===== config.mk =====
export PLATFORM = sky130hd
export DESIGN_NAME = rotate_left_through_carry
export DESIGN_NICKNAME = d
export VERILOG_FILES = /design/src/design/rotate_left_through_carry.v
export VERILOG_INCLUDE_DIRS = /design/src /design/src/include
export SDC_FILE = /design/constraint.sdc
export NUM_CORES = 1
export LEC_CHECK = 0
export ABC_AREA = 1
export BUFFER_PORTS_ARGS = -buffer_cell sky130_fd_sc_hd__buf_2
export CORE_UTILIZATION = 50
export DETAILED_ROUTE_END_ITERATION = 16
export PLACE_DENSITY = 0.85
export SKIP_LAST_GASP = 1
export SLEW_MARGIN = 20
export SYNTH_ARGS = -nofsm -noshare
export SYNTH_HDL_FRONTEND = slang
export SYNTH_SLANG_ARGS = --single-unit

===== constraint.sdc =====
create_clock -name MCLK_I -period 1.6 [get_ports MCLK_I]
set_input_delay 0.16 -clock MCLK_I [delete_from_list [all_inputs] [get_ports MCLK_I]]
set_output_delay 0.16 -clock MCLK_I [all_outputs]
set_load 0.03 [all_outputs]

===== src/include/rot_defines.vh =====
// Purpose: constants for the rotate-left-through-carry datapath
// Assumes: 8-bit data, 12-bit data memory address (4-bit bank + 8-bit offset)
// Notes: access bank split, flag positions and reset values live here
`ifndef ROT_DEFINES_VH
`define ROT_DEFINES_VH
`define DEST_WORKING      1'b0
`define DEST_FILE         1'b1
`define BANK_ACCESS       1'b0
`define BANK_SELECTED     1'b1
`define INDEXED_MAX       8'h5F
`define ACCESS_SPLIT      8'h60
`define ACCESS_LOW_BANK   4'h0
`define ACCESS_HIGH_BANK  4'hF
`define CARRY_BIT         0
`define ZERO_BIT          2
`define NEG_BIT           4
`define STATUS_RESET      5'h00
`define W_RESET           8'h00
`define ADDR_RESET        12'h000
`define WDATA_RESET       8'h00
`define RES_RESET         8'h00
`define DEST_RESET        1'b0
`define CARRY_RESET       1'b0
`define STROBE_RESET      1'b0
`endif


===== src/design/rotate_left_through_carry.v =====
// Purpose: one rotate-left-through-carry instruction over the data memory
// Assumes: data memory read is combinational on MEM_ADDR_O/MEM_RDATA_I
// Notes: four clocks per instruction: decode, read, process, write
//        a start during an instruction is ignored without indication
//        flags other than carry, zero and negative stay zero
//
// Contract
// - rotate addressed byte left one place with carry as ninth bit
// - destination 0 writes result to working register, file untouched
// - destination 1 writes result back to the same file register
// - bank access 0 addresses access bank, bank select register ignored
// - bank access 1 uses bank select register to pick register bank
// - access 0, extended set on, address up to 95: indexed literal offset
`timescale 1ns/1ps
`include "rot_defines.vh"
module rotate_left_through_carry (
	// clock and reset
	input  wire        MCLK_I,
	input  wire        RESET_I,
	// instruction
	input  wire        START_I,
	input  wire [7:0]  FADDR_I,
	input  wire        DEST_I,
	input  wire        BANK_ACCESS_I,
	input  wire        EXT_SET_I,
	input  wire [3:0]  BANK_SELECT_I,
	input  wire [11:0] INDEX_BASE_I,
	// data memory
	input  wire [7:0]  MEM_RDATA_I,
	output reg  [11:0] MEM_ADDR_O,
	output reg  [7:0]  MEM_WDATA_O,
	output reg         MEM_WE_O,
	// results
	output reg  [7:0]  WREG_O,
	output reg  [4:0]  STATUS_O,
	output reg         BUSY_O,
	output reg         DONE_O
);

	// instruction phases, one clock each
	// binary phase codes in the order the phases run
	localparam [1:0] q_decode  = 2'h0;
	localparam [1:0] q_read    = 2'h1;
	localparam [1:0] q_process = 2'h2;
	localparam [1:0] q_write   = 2'h3;

	// phase register and the operand state carried between phases
	reg [1:0]  q_q;
	reg [1:0]  q_d;
	reg        dest_q;
	reg        dest_d;
	reg [7:0]  res_q;
	reg [7:0]  res_d;
	reg        cout_q;
	reg        cout_d;

	// decoded operand address and the rotation of the read byte
	reg [11:0] addr_d;
	reg [8:0]  rot_d;
	wire       start_ok;

	// next values of the output flip-flops
	reg [11:0] mem_addr_d;
	reg [7:0]  mem_wdata_d;
	reg        mem_we_d;
	reg [7:0]  wreg_d;
	reg [4:0]  status_d;
	reg        busy_d;
	reg        done_d;

	// nine-bit rotate: carry out on top, rotated byte below
	// the old carry enters at bit 0 and bit 7 leaves as the new carry
	function [8:0] rotate_through_carry;
		input [7:0] value;
		input       carry_in;
		begin
			rotate_through_carry = {value, carry_in};
		end
	endfunction

	// flag word after a result; unused flag positions read as zero
	function [4:0] flags_after;
		input [7:0] result;
		input       carry_out;
		begin
			flags_after             = `STATUS_RESET;
			flags_after[`CARRY_BIT] = carry_out;
			flags_after[`ZERO_BIT]  = (result == 8'h00);
			flags_after[`NEG_BIT]   = result[7];
		end
	endfunction

	// operand address for the selected addressing mode
	// bank select wins whenever chosen; indexing only applies to the access bank
	function [11:0] operand_addr;
		input        bank_access;
		input        ext_set;
		input [7:0]  faddr;
		input [3:0]  bank_select;
		input [11:0] index_base;
		begin
			if (bank_access == `BANK_SELECTED) begin
				operand_addr = {bank_select, faddr};
			end else if (ext_set && (faddr <= `INDEXED_MAX)) begin
				operand_addr = index_base + {`ACCESS_LOW_BANK, faddr};
			end else if (faddr < `ACCESS_SPLIT) begin
				operand_addr = {`ACCESS_LOW_BANK, faddr};
			end else begin
				operand_addr = {`ACCESS_HIGH_BANK, faddr};
			end
		end
	endfunction

	// start accepted only between instructions; others are dropped silently
	assign start_ok = START_I && !BUSY_O;

	// operand address decode from the instruction fields
	// the indexed sum wraps inside the 12-bit data space
	always @* begin
		addr_d = operand_addr(BANK_ACCESS_I, EXT_SET_I, FADDR_I, BANK_SELECT_I, INDEX_BASE_I);
	end

	// rotation of the byte on the read bus
	// carry in is the flag left by the previous instruction
	always @* begin
		rot_d = rotate_through_carry(MEM_RDATA_I, STATUS_O[`CARRY_BIT]);
	end

	// next values per phase; strobes fall back to idle each cycle
	// every other register holds by default, so no path leaves a latch
	always @* begin
		q_d         = q_q;
		dest_d      = dest_q;
		res_d       = res_q;
		cout_d      = cout_q;
		mem_addr_d  = MEM_ADDR_O;
		mem_wdata_d = MEM_WDATA_O;
		mem_we_d    = `STROBE_RESET;
		wreg_d      = WREG_O;
		status_d    = STATUS_O;
		busy_d      = BUSY_O;
		done_d      = `STROBE_RESET;
		case (q_q)
			q_decode: begin
				// capture address and destination of a taken start
				if (start_ok) begin
					mem_addr_d = addr_d;
					dest_d     = DEST_I;
					busy_d     = 1'b1;
					q_d        = q_read;
				end
			end
			q_read: begin
				// read data is taken at the end of this phase
				res_d  = rot_d[7:0];
				cout_d = rot_d[8];
				q_d    = q_process;
			end
			q_process: begin
				// flags settle one cycle ahead of the working register
				status_d = flags_after(res_q, cout_q);
				if (dest_q == `DEST_FILE) begin
					mem_wdata_d = res_q;
					mem_we_d    = 1'b1;
				end
				q_d = q_write;
			end
			q_write: begin
				// working register load and end of instruction
				if (dest_q == `DEST_WORKING) begin
					wreg_d = res_q;
				end
				busy_d = 1'b0;
				done_d = 1'b1;
				q_d    = q_decode;
			end
			default: begin
				// unused phase codes return to decode
				q_d = q_decode;
			end
		endcase
	end

	// phase register and operand state
	always @(posedge MCLK_I or posedge RESET_I) begin
		if (RESET_I) begin
			q_q    <= q_decode;
			dest_q <= `DEST_RESET;
			res_q  <= `RES_RESET;
			cout_q <= `CARRY_RESET;
		end else begin
			q_q    <= q_d;
			dest_q <= dest_d;
			res_q  <= res_d;
			cout_q <= cout_d;
		end
	end

	// output flip-flops; every port is registered
	// strobes rest low after reset
	always @(posedge MCLK_I or posedge RESET_I) begin
		if (RESET_I) begin
			MEM_ADDR_O  <= `ADDR_RESET;
			MEM_WDATA_O <= `WDATA_RESET;
			MEM_WE_O    <= `STROBE_RESET;
			WREG_O      <= `W_RESET;
			STATUS_O    <= `STATUS_RESET;
			BUSY_O      <= `STROBE_RESET;
			DONE_O      <= `STROBE_RESET;
		end else begin
			MEM_ADDR_O  <= mem_addr_d;
			MEM_WDATA_O <= mem_wdata_d;
			MEM_WE_O    <= mem_we_d;
			WREG_O      <= wreg_d;
			STATUS_O    <= status_d;
			BUSY_O      <= busy_d;
			DONE_O      <= done_d;
		end
	end

endmodule


## Word level (Yosys, flattened, before mapping)

Index checks and enable logic that the tools add are counted.

| storage, ports and cells | value |
|---|---|
| word-level logic and storage cells | 39 |
| output and inout bits | 36 |
| bits in registers | 46 |
| input bits | 38 |

| cells by class | value |
|---|---|
| magnitude comparators | 2 |
| reductions and logical operators | 10 |
| eq/ne operators | 4 |
| bitwise gates (word level) | 1 |
| add/sub/neg operators | 1 |
| muxes and demuxes | 10 |

Operator list:

| cell | count |
|---|---|
| $mux 12 | 3 |
| $add 12x8->12 | 1 |
| $le 8x7->1 const B | 1 |
| $logic_not 8->1 | 1 |
| $lt 8x7->1 const B | 1 |
| $pmux 2 s4 | 1 |
| $reduce_and 2->1 | 4 |
| $eq 2x2->1 const B | 2 |
| $mux 1 | 4 |
| $eq 2x1->1 const B | 1 |
| $logic_and 1x1->1 | 2 |
| $logic_not 2->1 | 1 |
| $mux 2 | 1 |
| $ne 2x2->1 const B | 1 |
| $pmux 1 s2 | 1 |
| $reduce_bool 2->1 | 1 |
| $logic_not 1->1 | 1 |
| $not 1->1 | 1 |

## Logic depth before layout (Yosys ltp)

Gate-level depths: netlist of run 1.

| logic depth | value |
|---|---|
| depth after elaboration | 4 |
| gate-level depth with buffers | 13 |

## Worst setup path before layout of run 1

OpenSTA, ideal clock, no wires.

| path | value |
|---|---|
| path kind | input-to-reg |
| start point | input FADDR_I[0] |
| end point | register MEM_ADDR_O[8] |
| slack | 125 ps |
| path buffers | 0 |
| stages | 13 |
| arrival time | 1,358 ps |
| library setup time | 117 ps |
| cell sequence | ha_1 -> inv_1 -> fa_1 -> inv_1 -> nand3_1 -> nand3_1 -> nand2_1 -> nand2_1 -> nand2_1 -> nand2_1 -> o21ai_1 -> nand2_1 -> nand2_1 |

| between the ends | value |
|---|---|
| longest elaborated chain between the ends | 4 |
| elaborated cells on any way between the ends | 7 |
| those cells by class | 1 x add/sub; 2 x order compare; 3 x mux; 1 x reduce/logical |

RTL lines:

| element | line | text |
|---|---|---|
| from (decl) | rotate_left_through_carry.v:22 | `input wire [7:0] FADDR_I,` |
| $lt 8x7->1 (no line) / $le 8x7->1 (equally long branches) | - |  |
| $mux 12 / $logic_and 1x1->1 (equally long branches) | rotate_left_through_carry.v:106, rotate_left_through_carry.v:104 |  |
| $mux 12 (*) | rotate_left_through_carry.v:104 | `` end else if (ext_set && (faddr <= `INDEXED_MAX)) begin `` |
| $mux 12 (*) | rotate_left_through_carry.v:102 | `` if (bank_access == `BANK_SELECTED) begin `` |
| to (signal assigned) | rotate_left_through_carry.v:203 | `` MEM_ADDR_O <= `ADDR_RESET; `` |
| to (signal assigned) | rotate_left_through_carry.v:211 | `MEM_ADDR_O <= mem_addr_d;` |
| to (decl) | rotate_left_through_carry.v:30 | `output reg [11:0] MEM_ADDR_O,` |

Mark *: on every way between the ends. The rest lies on a longest branch, timed or not.
A chain may end at the register's enable or synchronous reset.

## Final worst setup path of run 1

| path | value |
|---|---|
| start point | register q_q[0] |
| end point | register MEM_ADDR_O[2] |

| between the ends | value |
|---|---|
| longest elaborated chain between the ends | 2 |

RTL lines:

| element | line | text |
|---|---|---|
| from (decl) | rotate_left_through_carry.v:48 | `reg [1:0] q_q;` |
| from (signal assigned) | rotate_left_through_carry.v:187 | `q_q <= q_decode;` |
| from (signal assigned) | rotate_left_through_carry.v:192 | `q_q <= q_d;` |
| $logic_not 2->1 | rotate_left_through_carry.v:143 | `case (q_q)` |
| $reduce_and 2->1 (no line) | - |  |

Every way passes these cells.

==> results.py, run 1 <==
metrics = {
    "power_and_ir_drop": {
        "power_switching_uw": 573.1,
        "comb_power_share_pct": 13.6,
        "finalPower_uw": 2323,
        "clockPowerShare_pct": 36.4,
        "p_leak_uw": 0.001787,
        "switching_share_pct": 24.67,
        "powerDensity_nw_per_um2": 741.4,
        "irDropWorstVdd_mv": 0.6798,
        "internal_power_uw": 1750,
        "seq_power_share_pct": 50.0,
    },
    "global_route": {
        "grt_pass1_wl_um": 9611,
        "grt_usage_pct": 23.35,
        "grt_overflow": 0,
        "grt_pass1_vias": 2227,
        "grt_max_degree": 30,
        "grt_antenna_before_repair": 0,
    },
    "outcome": {
        "outcome": "completed",
    },
    "synthesis": {
        "synth_cells": 312,
        "post_synth_num_cell_types": 34,
        "ys_ff_latch": 46,
        "synth_edf_count": 0,
        "synth_warnings": 0,
        "async_flop_share_pct": 100.0,
        "syn_avg_cell_area_um2": 8.109,
        "syn_area_um2": 2530,
        "synth_ff_type": "dfrtp_1",
        "synth-seq-area-share_pct": 45.50,
    },
    "layout": {
        "mostFrequentLayoutCells": "91 x nand2_1, 71 x buf_2, 46 x dfrtp_1",
        "layout_commonest_cell": "nand2_1",
        "syn_to_final_growth_pct": 23.84,
        "drive_gt1_share_pct": 26.97,
        "nets": 444,
        "antenna_cells": 0,
    },
    "drt": {
        "remaining_drc_errors": 0,
        "highest_layer": "met4",
        "via_count": 2289,
        "ant_nets": 0,
        "dr_wl_met2_um": 2792,
        "drtIter0Drc": 103,
        "viasPerCell": 4.976,
        "met3_length_um": 280,
        "first_pass_iters": 4,
        "wl_met1_um": 2528,
        "routedWlPerCell_um": 12.26,
        "drt_wl_total_um": 5640,
    },
    "setup_path": {
        "cp-start-kind": "register",
        "crit_fanout": 8,
        "r2r_cells": 7,
        "reg2reg_slack_ns": 0.11,
        "critPathCaptureType": "register",
        "r2r-end": "MEM_ADDR_O[2]",
        "critPathKind": "register to register",
        "cp.required_ns": 1.77,
        "r2r-start": "q_q[0]",
        "cp.arrival_ns": 1.67,
    },
    "place": {
        "portBuffers": 71,
        "gp_congestion": 0.8840,
        "place_hpwl_um": 4432,
    },
    "clock_network": {
        "cts_buffer_depth": 2,
        "clkLatencyLatePin_ns": 0.29,
        "clockRootBuffer": "clkbuf_8",
        "cts_tree": "done",
        "clkTransAtPathRegs_ns": 0.08,
        "cts_max_level": 2,
        "cts_inserted_buffers": 5,
        "clock_sinks": 46,
    },
    "timing": {
        "tns_ns": 0,
        "hold_violations": 0,
        "finClkSkew_ns": 0.01098,
        "slew_viol_final": 0,
        "rsz0062_at_grt": "false",
        "fin_crit_sh_pct": 93.40,
        "fmax_mhz": 669.2,
        "setup_viol": 0,
        "fin_crit_ns": 1.494,
    },
    "worst_hold_path": {
        "min-delay-path-class": "primary input to register",
        "min_from": "MEM_RDATA_I[3]",
        "min_delay_path_depth": 3,
        "whs_endpoint": "res_q[4]",
    },
    "floorplan": {
        "core_area_um2": 4786,
        "dieArea_um2": 5348,
        "io_pins": 74,
        "rows": 25,
        "chipHeight_um": 73.13,
        "start_util_pct": 52.86,
        "fp.dieW_um": 73.13,
    },
    "run": {
        "maxCapViolCount": 0,
    },
}
-- through the flow --
stage                     cells  hold WS [ns]  area [µm²]  util (%)  setup slack, ns
final                       460       0.07314        3133     65.46           0.1056
after global routing        460       0.07229        3133     65.46        0.0004458
after CTS                   460       0.06781        3124     65.28          0.01924
after detailed placement    451        0.1631        3004     62.77         -0.08113
after global placement      451        0.1605        3004     62.77         -0.01358
after floorplan             313        0.2810        2534         -           0.1252
-- layout make-up --
class                           instances  area [µm²]
Tap cell                               67       83.83
Timing Repair Buffer                   79       430.4
Inverter                               42       163.9
Fill cell                             419        1653
Clock inverter                          2       37.54
Sequential cell                        46        1151
Multi-Input combinational cell        218        1194
Clock buffer                            6       72.57
-- power groups by stage --
stage	combinational [µW]	sequential (µW)	clock [µW]
floorplan	199	1180	0
global placement	304	1180	0
detailed placement	310	1180	0
CTS	314	1160	868
global route	355	1160	916
finish	315	1160	846
-- registers in the layout, indices dropped and copies added, names as in the netlist --
register,flops
MEM_ADDR_O,12
MEM_WDATA_O,8
WREG_O,8
res_q,8
STATUS_O,3
q_q,2
BUSY_O,1
DONE_O,1
MEM_WE_O,1
cout_q,1
dest_q,1
-- worst max path at each step --
stage	from	to	cells past startpoint
after floorplan	FADDR_I[0]	MEM_ADDR_O[8]	13
after global placement	FADDR_I[0]	MEM_ADDR_O[8]	14
after CTS	q_q[1]	MEM_ADDR_O[2]	7
after global routing	q_q[1]	MEM_ADDR_O[2]	7
final	q_q[0]	MEM_ADDR_O[2]	7
after detailed placement	FADDR_I[0]	MEM_ADDR_O[8]	14
-- kinds of logic after synthesis --
family | share of synthesized area [%]
flops | 45.50
other cells | 0.1482
simple gates | 24.68
buf+inv | 7.666
fa+ha+maj | 7.221
xor+xnor | 1.039
compound gates | 13.75
-- cell usage after synthesis (3+ instances only) --
| cell | number | area (µm²) |
|---|---|---|
| nand4_1 | 3 | 18.77 |
| o21ai_0 | 29 | 145.1 |
| nor2_1 | 14 | 52.55 |
| nand2_2 | 3 | 18.77 |
| clkbuf_1 | 5 | 18.77 |
| nor2_2 | 3 | 18.77 |
| nand2_1 | 92 | 345.3 |
| ha_1 | 13 | 162.7 |
| dfrtp_1 | 46 | 1151 |
| xor2_1 | 3 | 26.28 |
| nand3_1 | 15 | 75.07 |
| a2bb2oi_1 | 3 | 26.28 |
| inv_1 | 39 | 146.4 |
| o21ai_1 | 7 | 35.03 |
| a21oi_1 | 14 | 70.07 |
-- routing by layer --
| metal | vias up | GRT usage [%] |
|---|---|---|
| li1 | 1160 | - |
| met1 | 1060 | 29.77 |
| met2 | 67 | 40.84 |
| met3 | 2 | 3.729 |
| met4 | 0 | 6.754 |
| met5 | - | 0 |
-- repair_timing --
item | in CTS | in global routing
resized for setup | 0 | 3
endpoints found under the setup margin | 0 | 4
hold endpoints to repair | 17 | 0
setup buffers | 0 | 0
hold buffers | 1 | 0
-- worst max-delay path, stage by stage (launching register included) --
cell and delay [ns]:
dfrtp_1 0.41, inv_1 0.13, ha_2 0.22, nand3_2 0.11, clkinvlp_4 0.17, o21ai_1 0.09, a21oi_1 0.18, a21oi_1 0.06
(Power assumes the default switching activity.)
==> inputs of run 2 (changes only) <==
--- a/config.mk
+++ b/config.mk
@@ -10,6 +10,7 @@
 export BUFFER_PORTS_ARGS = -buffer_cell sky130_fd_sc_hd__buf_2
 export CORE_UTILIZATION = 50
 export DETAILED_ROUTE_END_ITERATION = 16
+export GPL_TIMING_DRIVEN = 0
 export PLACE_DENSITY = 0.85
 export SKIP_LAST_GASP = 1
 export SLEW_MARGIN = 20
==> constraint.sdc (replaced) <==
create_clock -name MCLK_I -period 1.4 [get_ports MCLK_I]
set_input_delay 0.14 -clock MCLK_I [delete_from_list [all_inputs] [get_ports MCLK_I]]
set_output_delay 0.14 -clock MCLK_I [all_outputs]
set_load 0.03 [all_outputs]
==> run 2 against run 1 <==
  * Critical path type unchanged
  * Hold slack worse by 0.024 ns
  * Critical path depth fell by 1
  * Largest power group unchanged
  * Highest routed layer unchanged
  * Design area rose by 2.7%
  * Via count grew 0.74%
==> results.py, run 2 (synthesis gave the netlist of run 1 again) <==
metrics = {
    "place": {
        "portBuffers": 71,
        "place_hpwl_um": 4473,
        "gp_congestion": 0.8573,
        "place_ws_ns": -0.2819,
        "placed_cell_area_um2": 3000,
        "dp_cells": 452,
    },
    "global_route": {
        "grt_pass1_vias": 2093,
        "grt_pass1_wl_um": 9356,
        "grt_antenna_before_repair": 0,
        "grt_usage_pct": 23.02,
        "grt_overflow": 0,
        "grt_max_degree": 34,
    },
    "layout": {
        "register_area_um2": 1151,
        "drive_gt1_share_pct": 30.48,
        "fillerInstances": 392,
        "finalNonFillerCells": 464,
        "largest_reg_flops": 12,
        "mostFrequentLayoutCells": "89 x nand2_1, 72 x buf_2, 46 x dfrtp_1",
        "layout_commonest_cell": "nand2_1",
        "largest-register": "MEM_ADDR_O",
        "antenna_cells": 0,
        "final_area_um2": 3218,
        "nets": 449,
        "multi_input_area_um2": 1264,
        "syn_to_final_growth_pct": 27.20,
    },
    "setup_path": {
        "cp.arrival_ns": 1.57,
        "cp-start-kind": "register",
        "critPathCaptureType": "register",
        "critPathKind": "register to register",
        "crit_fanout": 6,
        "cp.required_ns": 1.58,
    },
    "clock_network": {
        "cts_inserted_buffers": 5,
        "cts_buffer_depth": 2,
        "clock_sinks": 46,
        "cts_tree": "done",
        "clockRootBuffer": "clkbuf_8",
        "clkLatencyLatePin_ns": 0.29,
        "cts_max_level": 2,
        "clkTransAtPathRegs_ns": 0.08,
    },
    "drt": {
        "first_pass_iters": 4,
        "via_count": 2306,
        "viasPerCell": 4.970,
        "remaining_drc_errors": 0,
        "ant_nets": 0,
        "drt_wl_total_um": 6004,
        "routedWlPerCell_um": 12.94,
        "drtIter0Drc": 93,
    },
    "timing": {
        "setup_viol": 0,
        "hold_violations": 0,
        "slew_viol_final": 0,
        "timing.hold.ws_ns": 0.04883,
        "tns_ns": 0,
        "fmax_mhz": 715.2,
        "fin_crit_ns": 1.398,
        "layout_setup_ws_ns": 0.001691,
        "finClkSkew_ns": 0.005309,
        "rsz0062_at_grt": "true",
        "fin_crit_sh_pct": 99.88,
    },
    "floorplan": {
        "start_util_pct": 52.86,
        "core_area_um2": 4786,
        "rows": 25,
        "io_pins": 74,
        "dieArea_um2": 5348,
        "chipHeight_um": 73.13,
        "fp.dieW_um": 73.13,
    },
    "power_and_ir_drop": {
        "irDropWorstVdd_mv": 0.6355,
        "p_leak_uw": 0.001814,
        "powerDensity_nw_per_um2": 761.7,
    },
    "run": {
        "maxCapViolCount": 0,
    },
    "worst_hold_path": {
        "min-delay-path-class": "primary input to register",
    },
    "outcome": {
        "outcome": "completed",
    },
}
-- run 2: cell count changes in the layout (fill, tap and decap cells not counted), sizes merged --
cell      change
buf           +3
clkbuf        +2
bufinv        -1
clkinvlp      -1
inv           +1
-- run 2: where the power goes --
part | total [µW] | switching (µW) | internal, µW
Clock | 754 | 412 | 342
Combinational | 370 | 224 | 146
Sequential | 1330 | 0 | 1330
Total | 2450 | 636 | 1820
-- run 2: worst paths after layout --
kind / slack [ns] / cells after the start / from / end
min in group asynchronous: 0.34 / 3 / RESET_I / MEM_ADDR_O[8]
worst max-delay path: 0.002 / 6 / q_q[1] / MEM_ADDR_O[4]
worst min register to register: 0.48 / 2 / MEM_ADDR_O[9] / MEM_ADDR_O[9]
worst min-delay path: 0.05 / 3 / MEM_RDATA_I[7] / cout_q
worst max register to register: 0.002 / 6 / q_q[1] / MEM_ADDR_O[4]
max in group asynchronous: 0.61 / 4 / RESET_I / MEM_ADDR_O[0]
-- run 2: area by class of cell --
| class | count | share of cell area (%) |
|---|---|---|
| inverters | 42 | 5.210 |
| repair buffers | 79 | 13.37 |
| clock inverters | 1 | 0.2333 |
| plain buffers | 5 | 1.283 |
| multi-input cells | 218 | 39.27 |
| well taps | 67 | 2.605 |
| clock buffers | 6 | 2.255 |
| flip-flops and latches | 46 | 35.77 |
-- run 2: metrics by stage --
| stage | utilization (%) | total power [µW] |
|---|---|---|
| 2_1_floorplan | - | 1584 |
| 3_3_place_gp | 62.27 | 1689 |
| 3_5_place_dp | 62.69 | 1702 |
| 4_1_cts | 65.41 | 2439 |
| 5_1_grt | 67.24 | 2559 |
| 6_report | 67.24 | 2451 |
-- run 2: critical path, stage by stage, from the launching register on --
cell and delay, ns:
dfrtp_1 0.42, inv_2 0.14, ha_4 0.18, nand3_4 0.12, buf_4 0.17, a21oi_1 0.15
a2bb2oi_1 0.10
-- run 2: repair_timing --
action                     in CTS  in global routing
hold endpoints to repair       13                  0
buffers inserted                2                  4
setup endpoints to repair      40                 36
pin swaps                       1                  2
resized for setup              13                 15
hold buffers                    1                  0
gates cloned                    0                  0
-- run 2: routing by layer --
| metal | GRT usage (%) | wire, µm |
|---|---|---|
| met3 | 2.901 | 185 |
| met5 | 0 | 0 |
| met2 | 38.37 | 2962 |
| met4 | 7.407 | 89 |
| met1 | 31.21 | 2767 |
==> inputs of run 3 (changes only) <==
--- a/config.mk
+++ b/config.mk
@@ -8,10 +8,12 @@
 export LEC_CHECK = 0
 export ABC_AREA = 1
 export BUFFER_PORTS_ARGS = -buffer_cell sky130_fd_sc_hd__buf_2
-export CORE_UTILIZATION = 50
+export CELL_PAD_IN_SITES_DETAIL_PLACEMENT = 1
+export CELL_PAD_IN_SITES_GLOBAL_PLACEMENT = 1
+export CORE_UTILIZATION = 37
 export DETAILED_ROUTE_END_ITERATION = 16
 export GPL_TIMING_DRIVEN = 0
-export PLACE_DENSITY = 0.85
+export PLACE_DENSITY = 0.86
 export SKIP_LAST_GASP = 1
 export SLEW_MARGIN = 20
 export SYNTH_ARGS = -nofsm -noshare
==> run 3 against run 2 <==
  * Routed wire length rose by 25%
  * Power increased by 4.2%
  * First-iteration DRC count rose by 18%
  * Setup slack better by 0.015 ns
  * Hold slack worse by 0.021 ns
  * Fmax grew 1.1%
  * Cell count rose by 5.0%
  * Clock power up 11%
  * Global-route usage is 2.2 points lower
  * Die area grew 34%
  * Via count up 6.5%
  * Clock-buffer cell count decreased by 1
  * The run now ends with DRC left
==> results.py, run 3 (synthesis gave the netlist of run 1 again) <==
metrics = {
    "layout": {
        "nets": 461,
        "antenna_cells": 0,
        "drive_gt1_share_pct": 33.41,
        "syn_to_final_growth_pct": 32.79,
        "final_area_um2": 3359,
        "largest_reg_flops": 12,
        "layout_commonest_cell": "nand2_1",
        "finalNonFillerCells": 487,
        "largest-register": "MEM_ADDR_O",
        "mostFrequentLayoutCells": "89 x nand2_1, 71 x buf_2, 46 x dfrtp_1",
    },
    "setup_path": {
        "cp.arrival_ns": 1.57,
        "slowest_stage": "dfrtp_1",
        "critical-path-top-delay-family": "flip-flops",
        "critPathKind": "register to register",
        "critPathCaptureType": "register",
        "cp-start-kind": "register",
        "crit_fanout": 8,
        "cp_num_buf_inv": 2,
        "cp_slowest_stage_delay_ns": 0.43,
        "cp.required_ns": 1.59,
        "cpMostUsedCell": "a21oi_1",
        "crit_chain": "inv_2, ha_4, nand3_4, clkinv_4, o21ai_1, a21oi_1, a21oi_1",
    },
    "timing": {
        "finClkSkew_ns": 0.01673,
        "rsz0062_at_grt": "true",
        "fmax_mhz": 722.9,
        "maxSlewHeadroom_pct": 61.90,
        "setup_viol": 0,
        "fin_crit_ns": 1.383,
        "slew_viol_final": 0,
        "hold_violations": 0,
        "tightestPinTransition_ns": 0.5706,
        "timing.hold.ws_ns": 0.02824,
        "fin_crit_sh_pct": 98.80,
    },
    "drt": {
        "first_pass_iters": 12,
        "remaining_drc_errors": 2,
        "ant_nets": 0,
        "routedWlPerCell_um": 15.41,
        "viasPerCell": 5.041,
        "drtIter0Drc": 110,
        "drt_wl_total_um": 7506,
        "via_count": 2455,
    },
    "floorplan": {
        "chipHeight_um": 84.69,
        "start_util_pct": 39.17,
        "rows": 29,
        "core_area_um2": 6459,
        "dieArea_um2": 7172,
        "io_pins": 74,
        "fp.dieW_um": 84.69,
    },
    "clock_network": {
        "cts_buffer_depth": 2,
        "clock_sinks": 46,
        "cts_inserted_buffers": 5,
        "clockRootBuffer": "clkbuf_8",
        "cts_max_level": 2,
        "clkTransAtPathRegs_ns": 0.10,
        "cts_tree": "done",
        "clkLatencyLatePin_ns": 0.31,
    },
    "place": {
        "dp_cells": 462,
        "gp_congestion": 0.7749,
        "placed_cell_area_um2": 3020,
        "portBuffers": 71,
        "place_hpwl_um": 5524,
    },
    "global_route": {
        "grt_overflow": 0,
        "grt_antenna_before_repair": 0,
        "grt_usage_pct": 20.85,
        "grt_max_degree": 25,
        "grt_pass1_vias": 2505,
        "grt_pass1_wl_um": 11930,
    },
    "power_and_ir_drop": {
        "irDropWorstVdd_mv": 0.6475,
        "finalPower_uw": 2555,
        "powerDensity_nw_per_um2": 760.5,
        "p_leak_uw": 0.001885,
    },
    "worst_hold_path": {
        "min-delay-path-class": "primary input to register",
    },
    "outcome": {
        "violations": "DRC",
        "outcome": "finished, violations left",
    },
    "run": {
        "maxCapViolCount": 0,
    },
}
[run 3: changes by cell type in the layout (fill, tap and decap cells not counted), sizes merged]
cell	before	now
buf	81	93
clkbuf	8	7
clkinv	0	1
clkinvlp	1	2
[run 3: final timing paths]
kind                       depth (start not counted)              to            from  slack [ns]
min in group asynchronous                          3       WREG_O[7]         RESET_I        0.43
min reg2reg                                        2  MEM_ADDR_O[11]  MEM_ADDR_O[11]        0.48
max                                                7   MEM_ADDR_O[2]          q_q[1]        0.02
max reg2reg                                        7   MEM_ADDR_O[2]          q_q[1]        0.02
min                                                3          cout_q  MEM_RDATA_I[7]        0.03
max in group asynchronous                          4       WREG_O[0]         RESET_I        0.45
[run 3: layer usage]
| metal | track usage [%] | share of wire [%] | vias to the layer above |
|---|---|---|---|
| li1 | - | - | 1196 |
| met1 | 27.69 | 44 | 1197 |
| met2 | 35.99 | 52 | 52 |
| met3 | 3.343 | 3.2 | 10 |
| met4 | 4.468 | 1.3 | 0 |
| met5 | 0 | 0 | - |
[run 3: timing repair]
action	4_1_cts	5_1_grt
setup buffers	5	12
pin swaps	2	4
resized for setup	25	10
hold endpoints to repair	23	0
hold buffers	1	0
setup endpoints to repair	40	26
[run 3: tightest hold or removal path: stages]
cell     delay, ns
buf_2         0.07
nand2_1       0.04
o21ai_1       0.06
[run 3: layout make-up]
type / count / area, µm²
sequential: 46 / 1151
multi-input combinational: 218 / 1269
clock buffer: 5 / 68.82
timing repair buffer: 90 / 533.0
tap: 77 / 96.34
clock inverter: 3 / 23.77
inverter: 42 / 165.2
fill: 837 / 3099
buffer: 6 / 52.55
[run 3: report_power, final]
part           internal (µW)  leakage [µW]  switching (µW)
combinational            157       0.00126             236
sequential              1330      0.000585               0
clock                    357     0.0000408             478
[run 3: per-stage QoR]
stage	setup TNS (ns)	setup WS, ns	util (%)
floorplan	0	0.02180	-
global placement	-24.18	-0.4042	46.34
detailed placement	-8.660	-0.3820	46.76
CTS	0	0.001512	50.29
global route	-0.3557	-0.09004	52.01
finish	0	0.01674	52.01
